## src/core/one_wire_debug_pkg.sv

```systemverilog
// constants, encodings and state type for the one-wire debug port break/enable logic
// assumes a single 200 MHz clock and a shared open-drain line with an external debugger
// Behaviour
// - error state: one break resets; two always
// - break sampled with last stored sync baud
// - clock select 1/2/3 = 16/8/4 MHz, resets 3
// - no characters before enable sequence completes
// - fuse field 1: take pin, input with pull-up
// - falling edge: request clock, hold line low
package one_wire_debug_pkg;

	// one-hot port states
	typedef enum logic [6:0] {
		ST_OFF       = 7'h01,
		ST_WAIT_EDGE = 7'h02,
		ST_CLK_WAIT  = 7'h04,
		ST_RELEASE   = 7'h08,
		ST_SYNC      = 7'h10,
		ST_ACTIVE    = 7'h20,
		ST_ERROR     = 7'h40
	} state_type;

	// reset pin configuration value that hands the pin to the port
	localparam logic [1:0] FUSE_DEBUG_PIN = 2'h1;

	// debug clock select encodings
	localparam logic [1:0] SEL_16MHZ = 2'h1;
	localparam logic [1:0] SEL_8MHZ  = 2'h2;
	localparam logic [1:0] SEL_4MHZ  = 2'h3;
	localparam logic [1:0] SEL_RESET = SEL_4MHZ;

	// synchroniser: bit index of each external input
	localparam int SYNC_BITS = 4;
	localparam int SYNC_LINE = 0;
	localparam int SYNC_RDY  = 1;
	localparam int SYNC_FUSE = 2;

	// widths of the timing counters
	localparam int LOW_W  = 24;
	localparam int MEAS_W = 23;
	localparam int BAUD_W = 20;

	// sync character 0x55 gives falling edges every two bits; first to fifth spans 8 bits
	localparam logic [2:0] SYNC_LAST_EDGE = 3'h4;
	localparam int         BAUD_SHIFT     = 3;

	// a break is the line low for a full frame of bit times
	localparam logic [LOW_W-1:0]  BREAK_BITS   = 24'h00000c;
	localparam logic [BAUD_W-1:0] MIN_BIT_CYC  = 20'h00004;
	localparam logic [BAUD_W-1:0] INIT_BIT_CYC = 20'h01000;
	localparam logic [LOW_W-1:0]  LOW_MAX      = 24'hffffff;
	localparam logic [MEAS_W-1:0] MEAS_MAX     = 23'h7fffff;

endpackage

```

## src/core/one_wire_debug_break_enable.sv

```systemverilog
// break reset, sync baud capture and enable sequence of the one-wire debug port
// assumes the pad resolves line_o/line_oe_o and the pull-up; clock_ready_i comes from
// the clock controller and the fuse field from the fuse block, both asynchronous here
`timescale 1ns/10ps

module one_wire_debug_break_enable (
	input  wire logic        clk_i,
	input  wire logic        rst_i,
	input  wire logic        line_i,
	input  wire logic        clock_ready_i,
	input  wire logic [1:0]  reset_pin_config_i,
	input  wire logic [1:0]  debug_clock_select_i,
	input  wire logic        clock_select_load_i,
	output logic             line_o,
	output logic             line_oe_o,
	output logic             pullup_en_o,
	output logic             clock_req_o,
	output logic             port_enabled_o,
	output logic             port_error_o,
	output logic             break_pulse_o,
	output logic [1:0]       debug_clock_select_o,
	output logic [19:0]      bit_time_o
);

	localparam int SB = one_wire_debug_pkg::SYNC_BITS;

	logic [SB-1:0]                             s1_ff, s2_ff, s3_ff, stable_ff, nxt_stable;
	logic                                      line_prev_ff;
	logic                                      line_lvl, fall, clk_rdy, fuse_ok, listen, brk;
	logic [1:0]                                fuse_lvl;
	logic [one_wire_debug_pkg::LOW_W-1:0]      low_cnt_ff, nxt_low, brk_thresh;
	logic [one_wire_debug_pkg::MEAS_W-1:0]     meas_ff, nxt_meas;
	logic [one_wire_debug_pkg::BAUD_W-1:0]     baud_ff, nxt_baud, new_baud;
	logic [2:0]                                fe_cnt_ff, nxt_fe;
	one_wire_debug_pkg::state_type             state_ff, nxt_state;
	logic                                      nxt_oe, nxt_pullup, nxt_req, nxt_en, nxt_err;
	logic [1:0]                                nxt_sel;

	// pin and cross-domain inputs: three stages, a change counts once stages 2 and 3 agree
	assign fuse_lvl = {stable_ff[one_wire_debug_pkg::SYNC_FUSE + 1],
		stable_ff[one_wire_debug_pkg::SYNC_FUSE]};
	generate
		for (genvar i = 0; i < SB; i++) begin : g_sync
			always_comb begin
				nxt_stable[i] = (s2_ff[i] == s3_ff[i]) ? s3_ff[i] : stable_ff[i];
			end
		end
	endgenerate

	// the line idles high through the pull-up, so reset to high to avoid a false edge
	always_ff @(posedge clk_i) begin
		if (rst_i) begin
			s1_ff        <= 4'hd;
			s2_ff        <= 4'hd;
			s3_ff        <= 4'hd;
			stable_ff    <= 4'hd;
			line_prev_ff <= 1'b1;
		end else begin
			s1_ff        <= {reset_pin_config_i, clock_ready_i, line_i};
			s2_ff        <= s1_ff;
			s3_ff        <= s2_ff;
			stable_ff    <= nxt_stable;
			line_prev_ff <= stable_ff[one_wire_debug_pkg::SYNC_LINE];
		end
	end

	assign line_lvl = stable_ff[one_wire_debug_pkg::SYNC_LINE];
	assign clk_rdy  = stable_ff[one_wire_debug_pkg::SYNC_RDY];
	assign fall     = line_prev_ff & ~line_lvl;
	assign fuse_ok  = (fuse_lvl == one_wire_debug_pkg::FUSE_DEBUG_PIN);
	assign listen   = (state_ff == one_wire_debug_pkg::ST_SYNC) ||
		(state_ff == one_wire_debug_pkg::ST_ACTIVE) || (state_ff == one_wire_debug_pkg::ST_ERROR);
	// break threshold scales with the last stored bit time, so no fresh sync is needed
	assign brk_thresh = one_wire_debug_pkg::LOW_W'(baud_ff * one_wire_debug_pkg::BREAK_BITS);
	assign brk        = listen && !line_lvl && (low_cnt_ff == brk_thresh - 24'h000001);
	assign new_baud   = meas_ff[one_wire_debug_pkg::MEAS_W-1:one_wire_debug_pkg::BAUD_SHIFT];

	// port sequencing: enable handshake, sync capture, break handling
	always_comb begin
		nxt_state = state_ff;
		nxt_fe    = fe_cnt_ff;
		nxt_meas  = meas_ff;
		nxt_baud  = baud_ff;
		// low time restarts on any high level, so two breaks need a stop bit between them
		if (line_lvl)
			nxt_low = '0;
		else if (low_cnt_ff != one_wire_debug_pkg::LOW_MAX)
			nxt_low = low_cnt_ff + 24'h000001;
		else
			nxt_low = low_cnt_ff;
		if (fe_cnt_ff != 3'h0 && meas_ff != one_wire_debug_pkg::MEAS_MAX)
			nxt_meas = meas_ff + 23'h000001;
		case (state_ff)
			one_wire_debug_pkg::ST_OFF: begin
				if (fuse_ok)
					nxt_state = one_wire_debug_pkg::ST_WAIT_EDGE;
			end
			one_wire_debug_pkg::ST_WAIT_EDGE: begin
				if (fall)
					nxt_state = one_wire_debug_pkg::ST_CLK_WAIT;
			end
			one_wire_debug_pkg::ST_CLK_WAIT: begin
				if (clk_rdy)
					nxt_state = one_wire_debug_pkg::ST_RELEASE;
			end
			one_wire_debug_pkg::ST_RELEASE: begin
				// the debugger has to be off the line before we listen
				if (line_lvl) begin
					nxt_state = one_wire_debug_pkg::ST_SYNC;
					nxt_fe    = 3'h0;
				end
			end
			one_wire_debug_pkg::ST_SYNC: begin
				// already initial: a break only restarts the sync hunt, so a double break
				// always ends here whatever state the first one found
				if (brk) begin
					nxt_state = one_wire_debug_pkg::ST_SYNC;
					nxt_fe    = 3'h0;
				end else if (meas_ff == one_wire_debug_pkg::MEAS_MAX) begin
					nxt_state = one_wire_debug_pkg::ST_ERROR;
					nxt_fe    = 3'h0;
				end else if (fall) begin
					if (fe_cnt_ff == 3'h0) begin
						nxt_fe   = 3'h1;
						nxt_meas = 23'h000001; // count whole cycles from first to fifth fall
					end else if (fe_cnt_ff == one_wire_debug_pkg::SYNC_LAST_EDGE) begin
						nxt_fe = 3'h0;
						// a too-short sync is a sampling error; keep the old baud
						if (new_baud >= one_wire_debug_pkg::MIN_BIT_CYC) begin
							nxt_baud  = new_baud;
							nxt_state = one_wire_debug_pkg::ST_ACTIVE;
						end else begin
							nxt_state = one_wire_debug_pkg::ST_ERROR;
						end
					end else begin
						nxt_fe = fe_cnt_ff + 3'h1;
					end
				end
			end
			one_wire_debug_pkg::ST_ACTIVE: begin
				// first break in the active state only lands in error
				if (brk)
					nxt_state = one_wire_debug_pkg::ST_ERROR;
			end
			one_wire_debug_pkg::ST_ERROR: begin
				if (brk) begin
					nxt_state = one_wire_debug_pkg::ST_SYNC;
					nxt_fe    = 3'h0;
				end
			end
			default: nxt_state = one_wire_debug_pkg::ST_OFF;
		endcase
		if (!fuse_ok)
			nxt_state = one_wire_debug_pkg::ST_OFF;
		nxt_oe     = (nxt_state == one_wire_debug_pkg::ST_CLK_WAIT);
		nxt_pullup = (nxt_state != one_wire_debug_pkg::ST_OFF);
		nxt_req    = (nxt_state != one_wire_debug_pkg::ST_OFF) &&
			(nxt_state != one_wire_debug_pkg::ST_WAIT_EDGE);
		nxt_en     = (nxt_state == one_wire_debug_pkg::ST_SYNC) ||
			(nxt_state == one_wire_debug_pkg::ST_ACTIVE) ||
			(nxt_state == one_wire_debug_pkg::ST_ERROR);
		nxt_err    = (nxt_state == one_wire_debug_pkg::ST_ERROR);
	end

	always_ff @(posedge clk_i) begin
		if (rst_i) begin
			state_ff       <= one_wire_debug_pkg::ST_OFF;
			low_cnt_ff     <= '0;
			meas_ff        <= '0;
			fe_cnt_ff      <= 3'h0;
			baud_ff        <= one_wire_debug_pkg::INIT_BIT_CYC;
			line_o         <= 1'b0;
			line_oe_o      <= 1'b0;
			pullup_en_o    <= 1'b0;
			clock_req_o    <= 1'b0;
			port_enabled_o <= 1'b0;
			port_error_o   <= 1'b0;
			break_pulse_o  <= 1'b0;
			bit_time_o     <= one_wire_debug_pkg::INIT_BIT_CYC;
		end else begin
			state_ff       <= nxt_state;
			low_cnt_ff     <= nxt_low;
			meas_ff        <= nxt_meas;
			fe_cnt_ff      <= nxt_fe;
			baud_ff        <= nxt_baud;
			line_o         <= 1'b0;                // the port only ever pulls low
			line_oe_o      <= nxt_oe;
			pullup_en_o    <= nxt_pullup;
			clock_req_o    <= nxt_req;
			port_enabled_o <= nxt_en;
			port_error_o   <= nxt_err;
			break_pulse_o  <= brk;
			bit_time_o     <= nxt_baud;
		end
	end

	// debug clock select: only legal codes are taken, others keep the old setting
	always_comb begin
		nxt_sel = debug_clock_select_o;
		if (clock_select_load_i && debug_clock_select_i != 2'h0)
			nxt_sel = debug_clock_select_i;
	end

	always_ff @(posedge clk_i) begin
		if (rst_i)
			debug_clock_select_o <= one_wire_debug_pkg::SEL_RESET;
		else
			debug_clock_select_o <= nxt_sel;
	end
endmodule

```

## config.mk

```make
export PLATFORM = sky130hd
export DESIGN_NAME = one_wire_debug_break_enable
export DESIGN_NICKNAME = d
export VERILOG_FILES = /design/src/core/one_wire_debug_pkg.sv /design/src/core/one_wire_debug_break_enable.sv
export SDC_FILE = /design/constraint.sdc
export NUM_CORES = 1
export LEC_CHECK = 0
export BUFFER_PORTS_ARGS = -buffer_cell sky130_fd_sc_hd__buf_2
export CAP_MARGIN = 20
export CORE_MARGIN = 2
export CORE_UTILIZATION = 52
export DETAILED_ROUTE_END_ITERATION = 12
export GPL_TIMING_DRIVEN = 0
export PLACE_DENSITY = 0.7
export SLEW_MARGIN = 5
export SYNTH_ARGS = -nofsm -noshare
export SYNTH_HDL_FRONTEND = slang
export SYNTH_SLANG_ARGS = --single-unit
```

## constraint.sdc

```tcl
create_clock -name clk_i -period 5.8 [get_ports clk_i]
set_clock_uncertainty 0.15 [all_clocks]
set_input_delay 1.16 -clock clk_i [delete_from_list [all_inputs] [get_ports clk_i]]
set_output_delay 1.16 -clock clk_i [all_outputs]
set_load 0.05 [all_outputs]
```

==> metrics.csv <==
metric,value,unit
die span in x,117.2,microns
maximum vdd drop,0.0001494,V
IO Port Bufs,36,
fraction of registers with async set/reset,0,
Hold Fails Final Rpt,0,
postcts setup bufs,0,
synthesized area,6658,sq um
top-count cell post-synth,dfxtp_1,
Critical Path Slowest Stage Cell,a2111oi_2,
clk buf depth,2,
"Clk pin slew, worst setup/hold paths",80,ps
"Cell Count, Final, Fillers Out",1021,
Worst Path Max Fanout,10,
Global Route Usage Sum,0.2444,
CTS tree,built,
fin area,7380,sq um
Final Slew Violations,0,
"flops & latches, synth",102,
Setup crit start kind,register,
P&R area growth vs syn,10.84,%
cts-stage hold buffer count,0,
vias,5839,
Worst EP required,5950,ps
# DRC,0,
I/O pin count,38,
status,"complete, no violations",
mean post-synth cell area,8.353,sq um
Yosys warning total,0,
power consumption,1.400,mW
Syn Inst Count,797,
setup_tns,0,ps
crit path kind,register to register,
Die Ht,117.2,microns
Core ar.,12570,sq um
final cycle utilization of the critical path,0.8804,
worst rel slew slack,0.5129,
RSZ-0062 raised after global routing,false,
grt total ovfl,0,
final setup violating endpoints,0,
crit path cell chain,ha_1 > inv_1 > fa_1 > nor2b_4 > o2111ai_1 > a2111oi_2 > nor3_1 > xor2_1 > o211a_1 > nor4b_1 > xnor2_1 > nand2_1 > nor4_4 > o21ai_2 > buf_6 > nor2_2,
CTS Sinks,102,
Worst Path Arrival,5250,ps
Worst Hold Class,register to register,
maxcap violations,0,
initial detailed-routing violation count,334,
Placed Cells,1005,
DP Area,7053,sq um
Initial Util,0.5297,
Synth Flop Type,dfxtp_1,
final wirelength,15770,microns
Synth Net Count,832,
TritonRoute pass-1 iters,5,
post-DP HPWL,12230,microns
global-route wire length before repair,26570,microns
CP Capture Type,register,
"Seq/Total Area, Yosys",0.3067,
"Distinct cells, synth",86,
pwr dens,189.7,nW/um^2
post-synth top area cell,dfxtp_1,
Worst-Skew Late Latency,360,ps
Slew @ Worst Pin,725.1,ps
post-cts resize count,0,
vias in the first global route,5554,
CTS H-tree depth,3,
std cell rows,41,
Nets,879,
share of the synthesized area in the top cell type,0.3067,
root buffer cell,clkbuf_16,
drt via density,5.719,
ANT cells,0,
share of cells above drive strength 1,0.1602,
CP peak stage delay,540,ps
total CTS buffers,9,
Max Freq,195.8,MHz
minimum clock period,5107,ps
largest net degree at the start of global routing,20,
top post-synthesis cells by area,"dfxtp_1, xor2_1, nor2_1",
Antenna Nets Post-Route,0,
Post-synth top cells,"dfxtp_1, nor2_1, nand2_1",
die footprint,13720,sq um
leakage dissipation,3.014,nW
routed length per instance,15.44,microns
Final Wtd Congestion,0.8929,
initial antenna violation count,0,
Post-synth EDFFs,0,
-- metal layers --
layer / vias up / routed length [microns] / GRT usage
met5: - / 0 / 0
met4: 0 / 310 / 0.08078
met3: 23 / 607 / 0.03141
met2: 111 / 7486 / 0.4126
met1: 2740 / 7365 / 0.3242
li1: 2965 / - / -
-- through the flow --
step | hold WS, ps | setup slack [ps] | utilization
floorplan | 239.5 | 1317 | -
global placement | 245.4 | 849.1 | 0.5612
detailed placement | 243.2 | 804.3 | 0.5612
CTS | 261.3 | 757.0 | 0.5872
global route | 273.1 | 322.8 | 0.5872
finish | 262.1 | 693.4 | 0.5872
-- sequential cells by signal, summed over array words and instances (netlist names) --
| register | count |
|---|---|
| pullup_en_o | 1 |
| break_pulse_o | 1 |
| state_ff | 7 |
| meas_ff | 23 |
| baud_ff | 20 |
| low_cnt_ff | 24 |
| s2_ff | 4 |
| port_error_o | 1 |
| s3_ff | 4 |
| port_enabled_o | 1 |
| line_oe_o | 1 |
| fe_cnt_ff | 3 |
| s1_ff | 4 |
| debug_clock_select_o | 2 |
| clock_req_o | 1 |
| stable_ff | 4 |
| line_prev_ff | 1 |
-- final cells by class --
| class | count | area (sq um) |
|---|---|---|
| Clock buffer | 10 | 239.0 |
| Fill cell | 1178 | 5189 |
| Buffer | 31 | 166.4 |
| Tap cell | 172 | 215.2 |
| Clock inverter | 6 | 87.58 |
| Multi-Input combinational cell | 642 | 4367 |
| Inverter | 22 | 82.58 |
| Sequential cell | 102 | 2042 |
| Timing Repair Buffer | 36 | 180.2 |
-- worst max-delay path: cells and delay by family (launching register included) --
family                     cells  cell delay [ps]
xor gates and xnor gates       2              670
DFF                            1              460
buffers and inverters          2              270
adders and majority gates      2              660
AOI/OAI and AO/OA              4             1310
and+or+nand+nor                6             1500
-- report_power, final --
group | internal (mW) | switching (mW)
clock | 0.359 | 0.299
combinational | 0.0120 | 0.0207
sequential | 0.705 | 0.00352
-- worst paths after layout --
path / from / end / slack [ps] / cells after the start
min reg2reg: s1_ff[2] / s2_ff[2] / 260 / 1
max: baud_ff[0] / meas_ff[15] / 690 / 16
min: s1_ff[2] / s2_ff[2] / 260 / 1
max reg2reg: baud_ff[0] / meas_ff[15] / 690 / 16
-- cell usage in the layout, fill, tap and decap left out, types with 23 or more instances in the layout --
master,instances
dfxtp_1,102
nor2_1,86
nand2_1,65
buf_2,47
xor2_1,41
a21oi_1,40
mux2i_1,28
nand3_1,26
nor3_1,26
xnor2_1,25
ha_1,25
o21ai_0,23
-- cells by family (layout without fill, tap and decap cells) --
family          Yosys count  in the layout  synth area share
mux                      35             35           0.05394
compound gates          151            151            0.1650
buf+inv                  53            105           0.03740
flops                   102            102            0.3067
fa+ha+maj                26             26           0.04999
simple gates            360            360            0.2904
other cells               1              1         0.0005633
xor+xnor                 69             69           0.09603
No activity file was read; power rests on OpenSTA's default activity.
